File: config.mk
export PLATFORM = sky130hd
export DESIGN_NAME = front_panel_indicator_keypad
export DESIGN_NICKNAME = d
export VERILOG_FILES = /design/src/rtl/panel_pkg.sv /design/src/rtl/front_panel_indicator_keypad.sv
export SDC_FILE = /design/constraint.sdc
export NUM_CORES = 1
export LEC_CHECK = 0
export ABC_AREA = 1
export BUFFER_PORTS_ARGS = -buffer_cell sky130_fd_sc_hd__buf_2
export CELL_PAD_IN_SITES_DETAIL_PLACEMENT = 0
export CELL_PAD_IN_SITES_GLOBAL_PLACEMENT = 1
export CORE_UTILIZATION = 48
export DETAILED_ROUTE_END_ITERATION = 6
export HOLD_SLACK_MARGIN = 0.03
export PLACE_DENSITY_LB_ADDON = 0.25
export SLEW_MARGIN = 20
export SYNTH_ARGS = -nofsm -noshare
export SYNTH_HDL_FRONTEND = slang
export SYNTH_SLANG_ARGS = --single-unit
File: constraint.sdc
create_clock -name clk_sys -period 3.8 [get_ports clk_sys]
set_input_delay 0.19 -clock clk_sys [delete_from_list [all_inputs] [get_ports clk_sys]]
set_output_delay 0.19 -clock clk_sys [all_outputs]
set_load 0.005 [all_outputs]
File: src/rtl/panel_pkg.sv
// shared constants and carrier types for the front panel keypad and indicator block
package panel_pkg;

  localparam int unsigned CLK_HZ        = 125_000_000;
  localparam int unsigned DEBOUNCE_MS   = 10;
  localparam int unsigned LONG_PRESS_S  = 3;
  localparam int unsigned COM_HOLD_MS   = 50;
  localparam int unsigned DEBOUNCE_CYC  = (CLK_HZ / 1000) * DEBOUNCE_MS;
  localparam int unsigned LONG_PRESS_CYC = CLK_HZ * LONG_PRESS_S;
  localparam int unsigned COM_HOLD_CYC  = (CLK_HZ / 1000) * COM_HOLD_MS;
  localparam int          CNT_W         = 29;

  localparam int KEY_N    = 7;
  localparam int MATRIX_N = 16;
  localparam int APP_N    = 3;
  localparam int ADDR_W   = 8;
  localparam int DATA_W   = 32;

  // key indices within the raw key vector
  localparam int KEY_BACK    = 0;
  localparam int KEY_INFO    = 1;
  localparam int KEY_CONFIRM = 2;
  localparam int KEY_UP      = 3;
  localparam int KEY_DOWN    = 4;
  localparam int KEY_LEFT    = 5;
  localparam int KEY_RIGHT   = 6;

  // positions of the other pins in the synchroniser vector
  localparam int PIN_AUX   = 7;
  localparam int PIN_FAULT = 8;
  localparam int PIN_COM   = 9;
  localparam int PIN_DI    = 10;
  localparam int PIN_N     = 11;

  localparam logic [ADDR_W-1:0] OFS_CTRL      = 8'h00;
  localparam logic [ADDR_W-1:0] OFS_ALARM_MAP = 8'h04;
  localparam logic [ADDR_W-1:0] OFS_TRIP_MAP  = 8'h08;
  localparam logic [ADDR_W-1:0] OFS_STATUS    = 8'h0C;
  localparam logic [ADDR_W-1:0] OFS_RELEASE   = 8'h10;
  localparam logic [ADDR_W-1:0] OFS_IRQ_STAT  = 8'h14;
  localparam logic [ADDR_W-1:0] OFS_IRQ_MASK  = 8'h18;

  localparam int CTRL_EDIT        = 0;
  localparam int CTRL_ALARM_LATCH = 1;
  localparam int CTRL_TRIP_LATCH  = 2;
  localparam int CTRL_APP_LATCH   = 3;
  localparam int CTRL_W           = 6;
  localparam int REL_BIT          = 0;
  localparam int STAT_LONG        = 8;

  localparam int IRQ_KEY   = 0;
  localparam int IRQ_LONG  = 1;
  localparam int IRQ_FAULT = 2;
  localparam int IRQ_ALARM = 3;
  localparam int IRQ_TRIP  = 4;
  localparam int IRQ_N     = 5;

  localparam logic [CTRL_W-1:0]   CTRL_RST = 6'h00;
  localparam logic [MATRIX_N-1:0] MAP_RST  = 16'h0000;
  localparam logic [IRQ_N-1:0]    IRQ_RST  = 5'h00;

  typedef enum logic [2:0] {
    BK_IDLE = 3'b001,
    BK_HELD = 3'b010,
    BK_LONG = 3'b100
  } back_state_t;

  typedef struct packed {
    logic app_c;
    logic app_b;
    logic app_a;
    logic trip;
    logic alarm;
    logic com;
    logic error;
    logic power;
  } led_t;

  typedef struct packed {
    logic prev_menu;
    logic top_menu;
    logic info;
    logic confirm;
    logic sel_up;
    logic sel_down;
    logic val_inc;
    logic val_dec;
    logic menu_prev;
    logic menu_next;
    logic digit_left;
    logic digit_right;
  } action_t;

  typedef struct packed {
    logic              wr;
    logic              rd;
    logic [ADDR_W-1:0] addr;
    logic [DATA_W-1:0] wdata;
  } reg_req_t;

endpackage

File: src/rtl/front_panel_indicator_keypad.sv
// front panel keypad decoder, indicator driver and register port
// Functional notes
// - latched relay or indicator stays on after its source drops, until released
// - short back press steps back; three second hold jumps to main menu top
// - info key requests extra info, password view and contrast access
// - confirm key issues an activate or confirm action
// - up key moves selection up, or increments value while editing
// - down key moves selection down, or decrements value while editing
// - left key steps back in parallel menu, or moves digit while editing
// - right key steps forward in parallel menu, or moves digit while editing
// - eight indicator outputs: power, error, com, alarm, trip, three application
// - power indicator lit while running on auxiliary power
// - error indicator and self-supervision relay share one fault condition
// - internal fault requests reboot; error stays lit while fault persists
// - com indicator lit or flashing while the serial bus transfers data
// - alarm indicator is the OR of all matrix signals mapped to alarm
// - trip indicator is the OR of all matrix signals mapped to trip
// - alarm indicator follows its source if connected, holds if latched
// - trip indicator follows its source if connected, holds if latched
// - latched outputs also released by remote command or digital input
//
// The register addresses and the address-and-strobe port were decided locally.
`timescale 1ns/10ps
module front_panel_indicator_keypad #(
  parameter int unsigned DEBOUNCE_CYCLES   = panel_pkg::DEBOUNCE_CYC,
  parameter int unsigned LONG_PRESS_CYCLES = panel_pkg::LONG_PRESS_CYC,
  parameter int unsigned COM_HOLD_CYCLES   = panel_pkg::COM_HOLD_CYC
) (
  input  wire logic                             clk_sys,
  input  wire logic                             rst_n,
  input  wire logic [panel_pkg::KEY_N-1:0]      key_raw,
  input  wire logic                             aux_power_pin,
  input  wire logic                             fault_pin,
  input  wire logic                             serial_busy_pin,
  input  wire logic                             release_di_pin,
  input  wire logic                             remote_release,
  input  wire logic [panel_pkg::MATRIX_N-1:0]   matrix_sig,
  input  wire logic [panel_pkg::APP_N-1:0]      app_ind,
  input  wire panel_pkg::reg_req_t              reg_req,
  output      logic [panel_pkg::DATA_W-1:0]     rd_data,
  output      panel_pkg::led_t                  leds,
  output      logic                             alarm_matrix_output,
  output      logic                             trip_matrix_output,
  output      logic                             selfsup_relay,
  output      logic                             reboot_req,
  output      panel_pkg::action_t               action,
  output      logic                             long_press,
  output      logic                             irq
);
  import panel_pkg::*;

  function automatic logic any_mapped(input logic [MATRIX_N-1:0] sig,
                                      input logic [MATRIX_N-1:0] map);
    any_mapped = |(sig & map);
  endfunction

  logic [PIN_N-1:0]    sync1;
  logic [PIN_N-1:0]    sync2;
  logic [KEY_N-1:0]    key_db;
  logic [KEY_N-1:0]    key_prev;
  logic [CNT_W-1:0]    db_cnt [KEY_N];
  logic [KEY_N-1:0]    press;
  back_state_t         bk_state;
  back_state_t         next_bk_state;
  logic [CNT_W-1:0]    hold_cnt;
  logic [CNT_W-1:0]    next_hold_cnt;
  logic                back_short;
  logic                back_long;
  logic [CTRL_W-1:0]   ctrl;
  logic [MATRIX_N-1:0] alarm_map;
  logic [MATRIX_N-1:0] trip_map;
  logic [IRQ_N-1:0]    irq_stat;
  logic [IRQ_N-1:0]    irq_mask;
  logic [IRQ_N-1:0]    irq_event;
  logic                di_prev;
  logic                fault_prev;
  logic                release_req;
  logic                alarm_src;
  logic                trip_src;
  logic [4:0]          ind_src;
  logic [4:0]          ind_mode;
  logic [4:0]          ind_hold;
  logic [4:0]          ind_out;
  logic [CNT_W-1:0]    com_cnt;
  logic                edit;
  logic                wr_hit_release;

  assign edit = ctrl[CTRL_EDIT];

  // two flops on every key and status pin before anything looks at it; remote release, matrix and app inputs are used directly
  always_ff @(posedge clk_sys or negedge rst_n) begin
    if (!rst_n) begin
      sync1 <= '0;
      sync2 <= '0;
    end else begin
      sync1 <= {release_di_pin, serial_busy_pin, fault_pin, aux_power_pin, key_raw};
      sync2 <= sync1;
    end
  end

  // a key state changes only after it has disagreed for the whole debounce time
  always_ff @(posedge clk_sys or negedge rst_n) begin
    if (!rst_n) begin
      key_db <= '0;
      for (int k = 0; k < KEY_N; k++) begin
        db_cnt[k] <= '0;
      end
    end else begin
      for (int k = 0; k < KEY_N; k++) begin
        if (sync2[k] == key_db[k]) begin
          db_cnt[k] <= '0;
        end else if (db_cnt[k] == CNT_W'(DEBOUNCE_CYCLES - 1)) begin
          db_cnt[k] <= '0;
          key_db[k] <= sync2[k];
        end else begin
          db_cnt[k] <= db_cnt[k] + 1'b1;
        end
      end
    end
  end

  always_ff @(posedge clk_sys or negedge rst_n) begin
    if (!rst_n) begin
      key_prev <= '0;
    end else begin
      key_prev <= key_db;
    end
  end

  assign press = key_db & ~key_prev;

  // back key: the short action waits for release so a long hold never steps back first
  always_comb begin
    next_bk_state = bk_state;
    next_hold_cnt = hold_cnt;
    back_short    = 1'b0;
    back_long     = 1'b0;
    unique case (bk_state)
      BK_IDLE: begin
        next_hold_cnt = '0;
        if (press[KEY_BACK]) begin
          next_bk_state = BK_HELD;
        end
      end
      BK_HELD: begin
        if (!key_db[KEY_BACK]) begin
          next_bk_state = BK_IDLE;
          back_short    = 1'b1;
        end else if (hold_cnt == CNT_W'(LONG_PRESS_CYCLES - 1)) begin
          next_bk_state = BK_LONG;
          back_long     = 1'b1;
        end else begin
          next_hold_cnt = hold_cnt + 1'b1;
        end
      end
      BK_LONG: begin
        if (!key_db[KEY_BACK]) begin
          next_bk_state = BK_IDLE;
        end
      end
    endcase
  end

  always_ff @(posedge clk_sys or negedge rst_n) begin
    if (!rst_n) begin
      bk_state <= BK_IDLE;
      hold_cnt <= '0;
    end else begin
      bk_state <= next_bk_state;
      hold_cnt <= next_hold_cnt;
    end
  end

  assign long_press = (bk_state == BK_LONG);

  // edit mode steers the arrow keys between menu moves and value edits
  always_ff @(posedge clk_sys or negedge rst_n) begin
    if (!rst_n) begin
      action <= '0;
    end else begin
      action.prev_menu   <= back_short;
      action.top_menu    <= back_long;
      action.info        <= press[KEY_INFO];
      action.confirm     <= press[KEY_CONFIRM];
      action.sel_up      <= press[KEY_UP] & ~edit;
      action.val_inc     <= press[KEY_UP] & edit;
      action.sel_down    <= press[KEY_DOWN] & ~edit;
      action.val_dec     <= press[KEY_DOWN] & edit;
      action.menu_prev   <= press[KEY_LEFT] & ~edit;
      action.digit_left  <= press[KEY_LEFT] & edit;
      action.menu_next   <= press[KEY_RIGHT] & ~edit;
      action.digit_right <= press[KEY_RIGHT] & edit;
    end
  end

  // release sources; a digital input acts on its rising edge only
  assign wr_hit_release = reg_req.wr && (reg_req.addr == OFS_RELEASE) && reg_req.wdata[REL_BIT];

  always_ff @(posedge clk_sys or negedge rst_n) begin
    if (!rst_n) begin
      di_prev <= 1'b0;
    end else begin
      di_prev <= sync2[PIN_DI];
    end
  end

  assign release_req = wr_hit_release | remote_release | (sync2[PIN_DI] & ~di_prev);

  assign alarm_src = any_mapped(matrix_sig, alarm_map);
  assign trip_src  = any_mapped(matrix_sig, trip_map);
  assign ind_src   = {app_ind, trip_src, alarm_src};
  assign ind_mode  = {ctrl[CTRL_APP_LATCH +: APP_N], ctrl[CTRL_TRIP_LATCH],
                      ctrl[CTRL_ALARM_LATCH]};

  // an active source beats a release in the same cycle, so nothing is lost
  always_ff @(posedge clk_sys or negedge rst_n) begin
    if (!rst_n) begin
      ind_hold <= '0;
    end else begin
      ind_hold <= ind_src | (ind_hold & ind_mode & {5{~release_req}});
    end
  end

  assign ind_out = ind_src | (ind_hold & ind_mode);

  // com indicator stretched so that short bursts stay visible
  always_ff @(posedge clk_sys or negedge rst_n) begin
    if (!rst_n) begin
      com_cnt <= '0;
    end else if (sync2[PIN_COM]) begin
      com_cnt <= CNT_W'(COM_HOLD_CYCLES);
    end else if (com_cnt != '0) begin
      com_cnt <= com_cnt - 1'b1;
    end
  end

  always_ff @(posedge clk_sys or negedge rst_n) begin
    if (!rst_n) begin
      leds                <= '0;
      alarm_matrix_output <= 1'b0;
      trip_matrix_output  <= 1'b0;
      selfsup_relay       <= 1'b0;
    end else begin
      leds.power          <= sync2[PIN_AUX];
      leds.error          <= sync2[PIN_FAULT];
      selfsup_relay       <= sync2[PIN_FAULT];
      leds.com            <= sync2[PIN_COM] | (com_cnt != '0);
      leds.alarm          <= ind_out[0];
      leds.trip           <= ind_out[1];
      {leds.app_c, leds.app_b, leds.app_a} <= ind_out[4:2];
      alarm_matrix_output <= ind_out[0];
      trip_matrix_output  <= ind_out[1];
    end
  end

  // reboot is asked once per fault onset; the led keeps showing a lasting fault
  always_ff @(posedge clk_sys or negedge rst_n) begin
    if (!rst_n) begin
      fault_prev <= 1'b0;
      reboot_req <= 1'b0;
    end else begin
      fault_prev <= sync2[PIN_FAULT];
      reboot_req <= sync2[PIN_FAULT] & ~fault_prev;
    end
  end

  // register writes
  always_ff @(posedge clk_sys or negedge rst_n) begin
    if (!rst_n) begin
      ctrl      <= CTRL_RST;
      alarm_map <= MAP_RST;
      trip_map  <= MAP_RST;
      irq_mask  <= IRQ_RST;
    end else if (reg_req.wr) begin
      unique case (reg_req.addr)
        OFS_CTRL:      ctrl      <= reg_req.wdata[CTRL_W-1:0];
        OFS_ALARM_MAP: alarm_map <= reg_req.wdata[MATRIX_N-1:0];
        OFS_TRIP_MAP:  trip_map  <= reg_req.wdata[MATRIX_N-1:0];
        OFS_IRQ_MASK:  irq_mask  <= reg_req.wdata[IRQ_N-1:0];
        default: begin
        end
      endcase
    end
  end

  assign irq_event[IRQ_KEY]   = |press;
  assign irq_event[IRQ_LONG]  = back_long;
  assign irq_event[IRQ_FAULT] = sync2[PIN_FAULT] & ~fault_prev;
  assign irq_event[IRQ_ALARM] = ind_out[0] & ~leds.alarm;
  assign irq_event[IRQ_TRIP]  = ind_out[1] & ~leds.trip;

  // write-one-to-clear; a new event in the clearing cycle keeps its bit
  always_ff @(posedge clk_sys or negedge rst_n) begin
    if (!rst_n) begin
      irq_stat <= IRQ_RST;
    end else if (reg_req.wr && reg_req.addr == OFS_IRQ_STAT) begin
      irq_stat <= (irq_stat & ~reg_req.wdata[IRQ_N-1:0]) | irq_event;
    end else begin
      irq_stat <= irq_stat | irq_event;
    end
  end

  assign irq = |(irq_stat & irq_mask);

  // read data valid only in the cycle after the strobe, zero otherwise
  always_ff @(posedge clk_sys or negedge rst_n) begin
    if (!rst_n) begin
      rd_data <= '0;
    end else if (reg_req.rd) begin
      unique case (reg_req.addr)
        OFS_CTRL:      rd_data <= DATA_W'(ctrl);
        OFS_ALARM_MAP: rd_data <= DATA_W'(alarm_map);
        OFS_TRIP_MAP:  rd_data <= DATA_W'(trip_map);
        OFS_STATUS:    rd_data <= DATA_W'({long_press, leds});
        OFS_IRQ_STAT:  rd_data <= DATA_W'(irq_stat);
        OFS_IRQ_MASK:  rd_data <= DATA_W'(irq_mask);
        default:       rd_data <= '0;
      endcase
    end else begin
      rd_data <= '0;
    end
  end
endmodule // front_panel_indicator_keypad

[Yosys cells after proc, flatten, opt, wreduce, memory -nomap -nowiden]
Cells that the tools add are included.
Storage, ports and cells
  register bits after elaboration: 407
  input bits: 75
  output and inout port bits: 58
  logic and storage cells: 184
Cells by class
  add/subtract/negate cells: 9
  equal/unequal tests: 29
  muxes and demuxes: 32
  bitwise gates (word level): 41
  reductions and logical operators: 24
Operator list (count)
  2-to-1 mux 29 bit: 18
  adder 29 x 1 -> 29 bit (second input constant): 8
  equality test 29 x 21 -> 1 bit (second input constant): 7
  case mux 16 bit (6 select lines): 1
  case mux 29 bit (2 select lines): 1
  AND 16 bit: 2
  2-to-1 mux 32 bit: 1
  OR reduction 16 bit: 2
  equality test 29 bit (second input constant): 1
  nonzero test 29 bit: 1
  subtractor 29 x 1 -> 29 bit (second input constant): 1
  equality test 8 x 5 -> 1 bit (second input constant): 3
  AND reduction 2 bit: 11
  AND 5 bit: 4
  OR 5 bit: 4
  equality test 8 x 4 -> 1 bit (second input constant): 2
  inverter 1 bit: 13
  AND 1 bit: 12
  2-to-1 mux 3 bit: 4
  case mux 3 bit (3 select lines): 1
  equality test 8 x 3 -> 1 bit (second input constant): 1
  zero test 8 bit: 1
  inequality test 2 bit (second input constant): 4
  AND 7 bit: 1
  other kinds (15): 31

[Logic depth before layout (Yosys ltp)]
Gate-level depths: netlist (run 1).
  depth in word-level cells: 8
  depth in mapped cells: 11

[Worst setup path after synthesis (run 1)]
No wires, ideal clock.
  path kind: register -> register
  start point: reg com_cnt[0]
  end point: reg com_cnt[14]
  library setup time: 0.063 ns
  data arrival time: 1.685 ns
  required time: 3.737 ns
  path slack: 2.053 ns
  stages on the path, launching flop included: 11
  period minus slack after synthesis: 1.747 ns
  path through: dfrtp_1 inv_1 ha_1 clkbuf_1 inv_1 nor2_1 nand2_1 or2_2 nand3_1 nand2_1 inv_1
On the way
  word-level cells in the longest chain between the ends: 3
Ends and longest elaborated chain
  start: declaration: RTL line front_panel_indicator_keypad.sv:84  | logic [CNT_W-1:0] com_cnt;
  start signal: assignment: RTL line front_panel_indicator_keypad.sv:231  | com_cnt <= CNT_W'(COM_HOLD_CYCLES);
  start signal: assignment: RTL line front_panel_indicator_keypad.sv:233  | com_cnt <= com_cnt - 1'b1;
  subtractor 29 x 1 -> 29 bit: RTL line front_panel_indicator_keypad.sv:233
  2-to-1 mux 29 bit: RTL line front_panel_indicator_keypad.sv:232  | end else if (com_cnt != '0) begin
  2-to-1 mux 29 bit: RTL line front_panel_indicator_keypad.sv:230  | end else if (sync2[PIN_COM]) begin
Parallel ways exist; a longest one is shown, timed or not. The select of a mux whose other input is x is not followed.
A chain may end at the register's enable or synchronous reset.

[Worst setup path in the final report (run 1)]
  start point: reg db_cnt[116] (netlist bit)
  end point: reg db_cnt[131] (netlist bit)
On the way
  word-level cells in the longest chain between the ends: 3
Ends and longest elaborated chain
  start: declaration: RTL line front_panel_indicator_keypad.sv:61  | logic [CNT_W-1:0] db_cnt [KEY_N];
  start signal: indexed assignment: RTL line front_panel_indicator_keypad.sv:116  | db_cnt[k] <= db_cnt[k] + 1'b1;
  adder 29 x 1 -> 29 bit or equality test 29 x 21 -> 1 bit (tied branches): RTL line front_panel_indicator_keypad.sv:116, front_panel_indicator_keypad.sv:112
  2-to-1 mux 29 bit (*): RTL line front_panel_indicator_keypad.sv:112  | end else if (db_cnt[k] == CNT_W'(DEBOUNCE_CYCLES - 1)) begin
  2-to-1 mux 29 bit (*): RTL line front_panel_indicator_keypad.sv:110  | if (sync2[k] == key_db[k]) begin
Every way passes the cells marked *; elsewhere a longest branch is shown, timed or not.

==> results.txt, run 1 <==
----------------------------------------------------
[Setup path]
  Startpoint types ... flop
  Reg2Reg Setup Slack ... 1.58 ns
  Worst setup path class ... reg -> reg
  Critical Path AT ... 2.64 ns
  Kind of capture point of the worst setup path ... flop
  Top fanout value on the critical path ... 12
  Required @ worst endpoint ... around 4.2 ns

[Die]
  Die area ... between 0.04 and 0.05 mm2
  Initial Utilization ... between 40 and 50%
  Row count ... 77
  Floorplan die height ... ~210 um
  Placeable core region ... 0.0444 mm2
  Die X ... between 200 and 250 um
  Number of I/O pins ... between 100 and 150

[Routing]
  Routed WL per cell ... about 15 um
  Post-route DRC ... 0
  Detail Route Antenna Nets ... 0
  Iteration-0 DRC count of the detailed router ... 1,862
  Detailed-router iteration count before antenna repair ... 5
  Detailed Route WL ... around 56,000 um
  Per-cell via count in the routed design ... around 5.2
  DR vias ... around 20,000

[Clocking]
  # clock sinks ... approximately 390
  Cts bufs inserted ... 46
  Number of resized instances in the post-cts repair step ... 0
  CTS Hold Buffers Added ... 34
  Clock Pin Slew Worst Setup and Hold Paths ... around 0.06 ns
  CTS root buffer ... sky130_fd_sc_hd__clkbuf_16
  Setup fix buffers added after clock tree synthesis ... 0
  TritonCTS clock tree ... done
  Max clock buf depth ... 3
  Worst skew pair latency ... a little under 0.6 ns
  Maximum level of the CTS H-tree ... 2

[STA]
  Final setup violation count ... 0
  Maximum operating frequency ... 451 MHz
  Final Slew Violations ... 0
  Total negative setup slack ... 0 ns
  Layout Skew ... around 0.013 ns
  Final Hold Violating Endpoints ... 0
  Clock period minus worst slack ... around 2.2 ns
  Hold Slack ... roughly 0.064 ns
  Period Utilization, post-route ... 58.4%
  Unrepaired setup endpoints after global routing ... false
  Worst slew slack as a fraction of its limit ... 33.5%
  Transition time at the pin with the least slew margin ... 0.995 ns

[Logic synthesis]
  Synth warn ... 0
  Biggest area contributors in the synthesized netlist ... sky130_fd_sc_hd__dfrtp_1 45%, sky130_fd_sc_hd__nand2_1 15%, sky130_fd_sc_hd__nor2_1 11%
  Most frequent cells after synthesis ... 849 x sky130_fd_sc_hd__nand2_1, 623 x sky130_fd_sc_hd__nor2_1, 390 x sky130_fd_sc_hd__dfrtp_1
  Simple-gate share of the synthesized area ... 39.0%
  XOR/XNOR share of the synthesized area ... 3.07%
  Ys async rst share ... 100%
  Count of different cell masters after synthesis ... 44
  Post-synthesis adder-cell area fraction ... 0.577%
  Number of synthesized flops with an enable pin ... 0
  Portion of the post-synthesis area used by sequential elements ... between 40% and 50%
  Synth Cell Area ... ~0.022 mm2
  Most repeated cell in the gate-level netlist after synthesis ... sky130_fd_sc_hd__nand2_1
  Combinational family with the most area after synthesis ... simple AND/OR/NAND/NOR gates
  Fraction of the mapped netlist area in compound gates ... ~4.1%
  Post-synthesis cell count ... 3,076
  Flops & latches, synth ... about 390
  Mean instance size in the synthesized netlist ... around 7 um2
  Yosys top cell area share ... between 40% and 50%
  Post-synthesis mux area share ... 0%
  Main synth FF type ... sky130_fd_sc_hd__dfrtp_1
  Top cell type by total area after synthesis ... sky130_fd_sc_hd__dfrtp_1

[Cells and area]
  Final core utilization ... a little under three fifths
  Summed area of non-filler cells in the final layout ... roughly 0.025 mm2
  # diodes ... 0
  P&R area growth vs syn ... 13.8%
  Fraction of layout cells with a size suffix above 1 ... between 7 and 8%
  Final net count ... ~3,300

[Outcome]
  Outcome ... finished clean

[Power and ir drop]
  Max IR drop VDD ... between 0.3 and 0.4 mV
  Switching power summed over all nets ... 2.18 mW
  Fraction of power spent switching nets ... between 20 and 25%
  Static power due to leakage ... 10.6 nW
  Internal power of the cells ... between 7 and 8 mW
  Combinational share of power ... under 10%
  Share of total power in sequential cells ... approximately 46%
  Power per cell area ... 380 mW/mm2
  Total design power ... about 9.4 mW
  Part of the total power dissipated in the clock network ... ~49%

[GRT]
  Total congestion overflow after global routing ... 0
  Maximum number of pins on one net before global-route repair ... 100
  Number of global-route vias before repair ... 19,000
  Initial antenna violation count ... 0
  Global router's overall resource usage ... 24.7%
  Global-route wire length before repair ... roughly 94,000 um

[Flow run]
  Number of maximum-capacitance violations ... 0

[Min path]
  Worst hold path class ... in -> reg

[Place]
  Port-buffer cells ... 100
  Dpl cell area ... between 0.02 and 0.025 mm2
  GPL Wtd Cong ... roughly 0.92
  Detail Placement HPWL ... a little over 40,000 um

----------------------------------------------------
[registers in the layout (all words and copies together) (netlist names), 3 cells and up]
name / cells
db_cnt: 203
com_cnt: 29
hold_cnt: 29
alarm_map: 16
rd_data: 16
trip_map: 16
action: 12
sync1: 11
sync2: 11
key_db: 7
key_prev: 7
ctrl: 6
ind_hold: 5
irq_mask: 5
irq_stat: 5
leds: 5
bk_state: 3
[per-stage QoR]
stage          cells  worst slack (ns)
6_report        3848              1.58
5_1_grt         3848              1.38
4_1_cts         3848              1.65
3_5_place_dp    3731              1.48
3_3_place_gp    3731              1.51
2_1_floorplan   3091              2.05
[power by group through the flow]
stage | logic [mW] | registers [mW] | clock network [mW]
6_report | 0.446 | 4.32 | 4.63
5_1_grt | 0.514 | 4.33 | 4.92
4_1_cts | 0.456 | 4.32 | 4.76
3_5_place_dp | 0.427 | 4.40 | 0
3_3_place_gp | 0.422 | 4.39 | 0
2_1_floorplan | 0.232 | 4.37 | 0
[worst paths after layout]
path | start | end | cells after the start
worst max-delay path | db_cnt[116] | db_cnt[131] | 8
max in group asynchronous | rst_n | db_cnt[160] | 3
min in group asynchronous | rst_n | db_cnt[7] | 2
worst min-delay path | matrix_sig[0] | alarm_matrix_output | 6
worst min register to register | sync1[1] | sync2[1] | 0
worst max register to register | db_cnt[116] | db_cnt[131] | 8
[cells in the final DEF (no fill, tap or decap), drive strengths merged]
| master | instances |
|---|---|
| o21ai | 89 |
| nand3b | 1 |
| o211ai | 2 |
| xnor2 | 9 |
| a21o | 4 |
| nand3 | 219 |
| ha | 10 |
| nor3b | 7 |
| nor2 | 659 |
| o21bai | 2 |
| clkbuf | 66 |
| nand4 | 86 |
| nor3 | 156 |
| o31ai | 2 |
| nor4 | 6 |
| dfstp | 1 |
| dlygate4sd3 | 34 |
| dfrtp | 390 |
| xor2 | 67 |
| a21oi | 43 |
| or2 | 12 |
| a31oi | 8 |
| conb | 16 |
| clkinv | 8 |
| nand2 | 856 |
| buf | 106 |
| inv | 380 |
| bufinv | 4 |
| clkinvlp | 5 |
| a211oi | 7 |
| a221oi | 1 |
[kinds of logic (layout without fill, tap and decap cells)]
| family | Yosys count | in the layout |
|---|---|---|
| other | 1 | 16 |
| AO/OA/AOI/OAI | 158 | 158 |
| flip-flops | 391 | 391 |
| XOR/XNOR | 76 | 76 |
| AND/OR/NAND/NOR | 2002 | 2002 |
| adder cells (fa/ha/maj) | 10 | 10 |
| buffers and inverters | 438 | 603 |
[metal layers]
layer | GRT usage (%) | part of all wire [%]
met1 | 35.3 | 47
met2 | 39.0 | 45
met5 | 0 | 0
met3 | 3.70 | 5.7
met4 | 7.05 | 2.2
[worst max-delay path: stages (launching register included)]
cell and delay [ns]:
sky130_fd_sc_hd__dfrtp_1 0.40, sky130_fd_sc_hd__ha_1 0.29, sky130_fd_sc_hd__nand2_1 0.15, sky130_fd_sc_hd__nor2_1 0.22
sky130_fd_sc_hd__nand4_1 0.11, sky130_fd_sc_hd__nor2_1 0.24, sky130_fd_sc_hd__nand2_1 0.13, sky130_fd_sc_hd__nand2_1 0.42
sky130_fd_sc_hd__nor3_1 0.10
[area by class of cell]
| type | instances | area (um2) |
|---|---|---|
| Clock buffer | 66 | 1390 |
| Clock inverter | 17 | 215 |
| Fill cell | 4300 | 19700 |
| Inverter | 380 | 1430 |
| Multi-Input combinational cell | 2262 | 10200 |
| Sequential cell | 391 | 9790 |
| Tap cell | 592 | 741 |
| Timing Repair Buffer | 140 | 946 |
No activity file was read; power rests on OpenSTA's default activity.
==> inputs of run 2 (changes only) <==
--- a/config.mk
+++ b/config.mk
@@ -9,7 +9,7 @@
 export BUFFER_PORTS_ARGS = -buffer_cell sky130_fd_sc_hd__buf_2
 export CELL_PAD_IN_SITES_DETAIL_PLACEMENT = 0
 export CELL_PAD_IN_SITES_GLOBAL_PLACEMENT = 1
-export CORE_UTILIZATION = 48
+export CORE_UTILIZATION = 45
 export DETAILED_ROUTE_END_ITERATION = 6
 export HOLD_SLACK_MARGIN = 0.03
 export PLACE_DENSITY_LB_ADDON = 0.25
==> constraint.sdc (replaced) <==
create_clock -name clk_sys -period 2.1 [get_ports clk_sys]
set_input_delay 0.105 -clock clk_sys [delete_from_list [all_inputs] [get_ports clk_sys]]
set_output_delay 0.105 -clock clk_sys [all_outputs]
set_load 0.005 [all_outputs]
==> run 2 against run 1 <==
Against the previous run: maximum frequency grew 14%; first-iteration DRC count shrank 9.7%; critical endpoint is now db_cnt[132]; final area rose by 2.1%; worst hold slack got worse by 0.0016 ns; global-route usage is 0.62 points lower; largest cell class unchanged; largest power group unchanged; non-clock buffer count up 53; count of clock-buffer cells in the layout increased by 2.
==> results.txt, run 2 (same netlist as run 1, synthesis figures left out) <==
----------------------------------------------------
[Min path]
  Worst hold path class ... in -> reg

[Setup path]
  Top fanout value on the critical path ... 12 (unchanged)
  Crit path top cell by count ... sky130_fd_sc_hd__nand2_1
  Cells along the critical path ... ha_1, nand2_1, nor2_1, nand4_1, nor2_1, nand2_1, nand2_1, buf_12, nor3_1
  Worst-path cell with the longest stage delay ... sky130_fd_sc_hd__dfrtp_1
  CP max stage delay ... 0.40 ns (-0.02 ns)
  Kind of capture point of the worst setup path ... flop
  Startpoint types ... flop
  Required @ worst endpoint ... 2.55 ns (-1.67 ns)
  Critical Path AT ... 2.39 ns (-0.25 ns)
  Worst setup path class ... reg -> reg

[Cells and area]
  Most used cells in the layout excluding fill and tap cells ... 848 x sky130_fd_sc_hd__nand2_1, 621 x sky130_fd_sc_hd__nor2_1, 390 x sky130_fd_sc_hd__dfrtp_1
  Fraction of layout cells with a size suffix above 1 ... 8.98% (+1.1 points)
  Final core utilization ... 52.9% (-2.7 points)
  Top Registers ... db_cnt (203), com_cnt (29), hold_cnt (29)
  Final net count ... 3,359 (+1.6%)
  # diodes ... 0 (unchanged)
  P&R area growth vs syn ... 16.2%
  Commonest non-fill, non-tap cell in the layout ... sky130_fd_sc_hd__nand2_1
  Max FFs per register ... 203 (unchanged)
  Register with the highest flop count ... db_cnt

[STA]
  Final Slew Violations ... 0 (unchanged)
  Clock period minus worst slack ... 1.95 ns (-0.272 ns)
  Final setup violation count ... 0 (unchanged)
  Period Utilization, post-route ... 92.7% (+34 points)
  Transition time at the pin with the least slew margin ... 0.747 ns (-0.248 ns)
  Final Worst Setup Slack ... 0.153 ns (-1.43 ns)
  Final Hold Violating Endpoints ... 0 (unchanged)
  Unrepaired setup endpoints after global routing ... false
  Layout Skew ... 0.0113 ns (-0.00176 ns)
  Worst slew slack as a fraction of its limit ... 49.8% (+16 points)
  Maximum operating frequency ... 514 MHz (+14%)
  Total negative setup slack ... 0 ns (unchanged)

[Die]
  Die X ... 222 um (+3.2%)
  Initial Utilization ... 45.5% (-3.3 points)
  Placeable core region ... 0.0476 mm2 (+7.3%)
  Row count ... 80 (+3.9%)
  Die area ... 0.0491 mm2 (+6.6%)
  Floorplan die height ... 222 um (+3.2%)
  Number of I/O pins ... 133 (unchanged)

[Routing]
  Detailed Route WL ... 58,300 um (+4.0%)
  Detail Route Antenna Nets ... 0 (unchanged)
  DR vias ... 20,000 (+0.65%)
  Per-cell via count in the routed design ... 5.11 (-1.3%)
  Detailed-router iteration count before antenna repair ... 5 (unchanged)
  Iteration-0 DRC count of the detailed router ... 1,682 (-9.7%)
  Post-route DRC ... 0 (unchanged)
  Routed WL per cell ... 14.9 um (+2.0%)

[Clocking]
  Maximum level of the CTS H-tree ... 2 (unchanged)
  Max clock buf depth ... 3 (unchanged)
  Cts bufs inserted ... 46 (unchanged)
  Clock Pin Slew Worst Setup and Hold Paths ... 0.06 ns (about the same)
  Setup fix buffers added after clock tree synthesis ... 0 (unchanged)
  CTS root buffer ... sky130_fd_sc_hd__clkbuf_16
  # clock sinks ... 391 (unchanged)
  Worst skew pair latency ... 0.58 ns (about the same)
  TritonCTS clock tree ... done

[GRT]
  Global-route wire length before repair ... 97,200 um (+3.4%)
  Number of global-route vias before repair ... 19,100 (+0.93%)
  Global router's overall resource usage ... 24.1% (-0.62 points)
  Initial antenna violation count ... 0 (unchanged)
  Maximum number of pins on one net before global-route repair ... 61 (-39%)
  Total congestion overflow after global routing ... 0 (unchanged)

[Flow run]
  Number of maximum-capacitance violations ... 0 (unchanged)

[Outcome]
  Outcome ... finished clean

[Place]
  Placement-stage worst setup slack ... 0.189 ns (-1.29 ns)
  Detail Placement HPWL ... 43,600 um (+5.5%)
  GPL Wtd Cong ... 0.920 (-0.15%)
  Port-buffer cells ... 100 (unchanged)

[Power and ir drop]
  Static power due to leakage ... 10.9 nW (+2.8%)
  Max IR drop VDD ... 0.500 mV (+49%)
  Power per cell area ... 680 mW/mm2 (+79%)
  Total design power ... 17.1 mW (+82%)

----------------------------------------------------
-- run 2: cell count changes in the layout (fill, tap and decap cells not counted), sizes merged, moves of 2 or more --
| cell | before | now |
|---|---|---|
| inv | 380 | 377 |
| clkinv | 8 | 10 |
| buf | 106 | 147 |
| clkinvlp | 5 | 2 |
| dlygate4sd3 | 34 | 46 |
| clkbuf | 66 | 68 |
-- run 2: worst max-delay path: cells and delay by family, from the launching register on --
family	cells	cell delay, ns
adders and majority gates	1	0.24
buffers and inverters	1	0.14
DFF	1	0.40
and+or+nand+nor	7	1.03
-- run 2: per-stage QoR --
stage / cells / area, um2 / hold slack (ns)
floorplan: 3091 / 21800 / -0.191
global placement: 3795 / 23100 / 0.103
detailed placement: 3795 / 23100 / 0.105
CTS: 3923 / 25200 / 0.0322
global route: 3923 / 25200 / 0.0937
finish: 3923 / 25200 / 0.0620
-- run 2: path summary, 6_finish.rpt --
| check | start | to | slack [ns] | cells past startpoint |
|---|---|---|---|---|
| worst max-delay path | db_cnt[116] | db_cnt[132] | 0.15 | 9 |
| worst min-delay path | reg_req[33] | rd_data[11] | 0.06 | 6 |
| worst max register to register | db_cnt[116] | db_cnt[132] | 0.15 | 9 |
| worst min register to register | sync1[0] | sync2[0] | 0.34 | 0 |
| max in group asynchronous | rst_n | db_cnt[164] | 1.24 | 4 |
| min in group asynchronous | rst_n | db_cnt[13] | 0.08 | 2 |
-- run 2: routing by layer --
| metal | GRT usage [%] | share of wire, % | wire, um | vias up |
|---|---|---|---|---|
| met5 | 0 | 0 | 0 | - |
| met1 | 35.3 | 48 | 28000 | 9354 |
| met2 | 37.4 | 44 | 25800 | 532 |
| li1 | - | - | - | 10100 |
| met4 | 5.85 | 1.9 | 1100 | 0 |
| met3 | 3.64 | 5.9 | 3430 | 78 |
-- run 2: final cells by class --
type | instances | area [um2]
multi-input cells | 2262 | 10200
clock inverters | 14 | 200
well taps | 615 | 769
clock buffers | 68 | 1400
repair buffers | 193 | 1420
inverters | 380 | 1430
flip-flops and latches | 391 | 9790
fillers | 4676 | 22400
-- run 2: report_power, final --
part           switching, mW  internal [mW]  leakage, nW
clock                   3.22           5.20        0.785
combinational          0.575          0.333         4.89
sequential             0.128           7.69         5.26
total                   3.92           13.2         10.9
-- run 2: timing repair --
item | in CTS | in global routing
setup endpoints to repair | 0 | 16
gates resized for setup | 0 | 3
hold buffers | 46 | 0
hold endpoints to repair | 442 | 0
==> inputs of run 3 (changes only) <==
--- a/config.mk
+++ b/config.mk
@@ -9,11 +9,10 @@
 export BUFFER_PORTS_ARGS = -buffer_cell sky130_fd_sc_hd__buf_2
 export CELL_PAD_IN_SITES_DETAIL_PLACEMENT = 0
 export CELL_PAD_IN_SITES_GLOBAL_PLACEMENT = 1
-export CORE_UTILIZATION = 45
+export CORE_UTILIZATION = 48
 export DETAILED_ROUTE_END_ITERATION = 6
 export HOLD_SLACK_MARGIN = 0.03
 export PLACE_DENSITY_LB_ADDON = 0.25
-export SLEW_MARGIN = 20
 export SYNTH_ARGS = -nofsm -noshare
 export SYNTH_HDL_FRONTEND = slang
 export SYNTH_SLANG_ARGS = --single-unit
==> constraint.sdc (replaced) <==
create_clock -name clk_sys -period 2.5 [get_ports clk_sys]
set_input_delay 0.125 -clock clk_sys [delete_from_list [all_inputs] [get_ports clk_sys]]
set_output_delay 0.125 -clock clk_sys [all_outputs]
set_load 0.005 [all_outputs]
==> run 3 against run 2 <==
Against the previous run: final area down 1.7%; via count decreased by 0.53%; register-to-register slack got worse by 0.05 ns; maximum frequency is 19% lower; setup slack got worse by 0.047 ns; first-iteration DRC count is 9.5% lower; critical path depth did not move; die area shrank 6.2%; final cell count is 1.5% lower; global-route usage up 0.99 points; sequential share of layout area rose by 0.66 points; critical path type unchanged; largest cell class unchanged.
==> results.txt, run 3 (same netlist as run 1, synthesis figures left out) <==
----------------------------------------------------
[STA]
  Final Slew Violations ... 0 (unchanged)
  Transition time at the pin with the least slew margin ... 0.753 ns (+0.00553 ns)
  Unrepaired setup endpoints after global routing ... false
  Final Hold Violating Endpoints ... 0 (unchanged)
  Layout Skew ... 0.0273 ns (+0.0160 ns)
  Worst slew slack as a fraction of its limit ... 49.8% (about the same)
  Final setup violation count ... 0 (unchanged)
  Maximum operating frequency ... 418 MHz (-19%)
  Hold Slack ... 0.0763 ns (+0.0143 ns)
  Period Utilization, post-route ... 95.7% (+3.0 points)
  Total negative setup slack ... 0 ns (unchanged)
  Clock period minus worst slack ... 2.39 ns (+0.447 ns)

[Die]
  Floorplan die height ... 215 um (-3.1%)
  Die X ... 215 um (-3.1%)
  Die area ... 0.0461 mm2 (-6.2%)
  Placeable core region ... 0.0444 mm2 (-6.8%)
  Initial Utilization ... 48.9% (+3.3 points)
  Number of I/O pins ... 133 (unchanged)
  Row count ... 77 (-3.8%)

[Power and ir drop]
  Max IR drop VDD ... 0.460 mV (-7.9%)
  Total design power ... 14.0 mW (-18%)
  Power per cell area ... 565 mW/mm2 (-17%)
  Static power due to leakage ... 10.7 nW (-2.3%)

[Setup path]
  Top fanout value on the critical path ... 3 (-9)
  Worst setup path class ... reg -> reg
  Startpoint types ... flop
  Required @ worst endpoint ... 2.96 ns (+0.41 ns)
  Critical Path AT ... 2.86 ns (+0.47 ns)
  Kind of capture point of the worst setup path ... flop

[Cells and area]
  Number of filler instances in the final layout ... 4,339 (-7.2%)
  Top Registers ... db_cnt (203), com_cnt (29), hold_cnt (29)
  Final net count ... 3,322 (-1.1%)
  P&R area growth vs syn ... 14.2%
  Max FFs per register ... 203 (unchanged)
  Final Non-Filler Cells ... 3,865 (-1.5%)
  Most used cells in the layout excluding fill and tap cells ... 849 x sky130_fd_sc_hd__nand2_1, 622 x sky130_fd_sc_hd__nor2_1, 390 x sky130_fd_sc_hd__dfrtp_1
  Register with the highest flop count ... db_cnt
  # diodes ... 0 (unchanged)
  Fraction of layout cells with a size suffix above 1 ... 8.16% (-0.82 points)
  Commonest non-fill, non-tap cell in the layout ... sky130_fd_sc_hd__nand2_1

[Clocking]
  # clock sinks ... 391 (unchanged)
  Cts bufs inserted ... 45 (-2.2%)
  TritonCTS clock tree ... done
  CTS root buffer ... sky130_fd_sc_hd__clkbuf_16
  Max clock buf depth ... 3 (unchanged)
  Worst skew pair latency ... 0.59 ns (about the same)
  Clock Pin Slew Worst Setup and Hold Paths ... 0.06 ns (about the same)
  Setup fix buffers added after clock tree synthesis ... 0 (unchanged)
  Maximum level of the CTS H-tree ... 2 (unchanged)

[GRT]
  Initial antenna violation count ... 0 (unchanged)
  Total congestion overflow after global routing ... 0 (unchanged)
  Maximum number of pins on one net before global-route repair ... 66 (+8.2%)
  Number of global-route vias before repair ... 19,400 (+1.2%)
  Global-route wire length before repair ... 95,400 um (-1.9%)
  Global router's overall resource usage ... 25.1% (+0.99 points)

[Routing]
  Post-route DRC ... 0 (unchanged)
  Detailed-router iteration count before antenna repair ... 6 (+1)
  Routed WL per cell ... 14.7 um (-1.1%)
  Per-cell via count in the routed design ... 5.16 (+0.96%)
  Iteration-0 DRC count of the detailed router ... 1,523 (-9.5%)
  Detailed Route WL ... 56,800 um (-2.6%)
  Detail Route Antenna Nets ... 0 (unchanged)
  DR vias ... 19,900 (-0.53%)

[Place]
  Detail Placement HPWL ... 42,100 um (-3.4%)
  Post-placement cell count ... 3,741 (-1.4%)
  GPL Wtd Cong ... 0.928 (+0.92%)
  Port-buffer cells ... 100 (unchanged)

[Outcome]
  Outcome ... finished clean

[Min path]
  Worst hold path class ... in -> reg

[Flow run]
  Number of maximum-capacitance violations ... 0 (unchanged)

----------------------------------------------------
[run 3: cell count changes in the layout (fill, tap and decap cells not counted), moves of 2 or more]
cell and delta:
sky130_fd_sc_hd__buf_12 -2, sky130_fd_sc_hd__buf_4 -29, sky130_fd_sc_hd__bufinv_16 -2, sky130_fd_sc_hd__clkbuf_1 -2
sky130_fd_sc_hd__clkbuf_16 -2, sky130_fd_sc_hd__clkbuf_8 -3, sky130_fd_sc_hd__clkinvlp_4 +6, sky130_fd_sc_hd__dlygate4sd3_1 -5
sky130_fd_sc_hd__inv_6 +2
[run 3: what timing repair did]
action,CTS,global route
endpoints found under the hold margin,469,0
resized for setup,0,1
hold buffers,41,0
setup endpoints to repair,0,1
[run 3: per-stage QoR]
step	cell area, um2	setup WS [ns]	util, %
after global placement	22900	0.468	51.5
after detailed placement	22900	0.405	51.5
after global routing	24800	0.0196	55.8
after CTS	24800	0.110	55.8
after floorplan	21800	0.753	-
final	24800	0.106	55.8
[run 3: final timing paths]
path	start	to	cells after the start	slack, ns
hold reg to reg	sync1[9]	sync2[9]	0	0.35
max in group asynchronous	rst_n	bk_state[0]	3	1.65
setup reg to reg	alarm_map[0]	irq_stat[3]	9	0.11
min in group asynchronous	rst_n	db_cnt[10]	2	0.09
setup / recovery	alarm_map[0]	irq_stat[3]	9	0.11
hold / removal	reg_req[41]	irq_stat[4]	4	0.08
[run 3: routing by layer]
layer | share of wire (%) | track usage (%) | wire length [um] | vias up
met1 | 48 | 36.1 | 27500 | 9345
met5 | 0 | 0 | 0 | -
met4 | 2.0 | 6.43 | 1150 | 0
li1 | - | - | - | 9985
met3 | 5.3 | 3.96 | 3000 | 84
met2 | 44 | 39.5 | 25200 | 514
[run 3: critical path, stage by stage, from the launching register on]
cell                            delay, ns
sky130_fd_sc_hd__dfrtp_1             0.41
sky130_fd_sc_hd__nand2_1             0.08
sky130_fd_sc_hd__nand4_1             0.06
sky130_fd_sc_hd__dlygate4sd3_1       0.55
sky130_fd_sc_hd__or2_2               0.28
sky130_fd_sc_hd__dlygate4sd3_1       0.58
sky130_fd_sc_hd__nor2_2              0.12
sky130_fd_sc_hd__nand2_1             0.09
sky130_fd_sc_hd__nand2_1             0.08
sky130_fd_sc_hd__nand2_1             0.05
[run 3: report_power, final]
group | leakage, nW | internal, mW | switching, mW
combinational | 4.70 | 0.254 | 0.468
clock | 0.726 | 3.97 | 2.74
sequential | 5.26 | 6.46 | 0.110
[run 3: area by class of cell]
class	instances	area, um2	area share [%]
clock buffer	61	1300	5.24
tap	592	741	2.99
multi-input combinational	2262	10200	41.2
timing repair buffer	157	1120	4.50
clock inverter	22	216	0.873
inverter	380	1430	5.76
sequential	391	9790	39.5
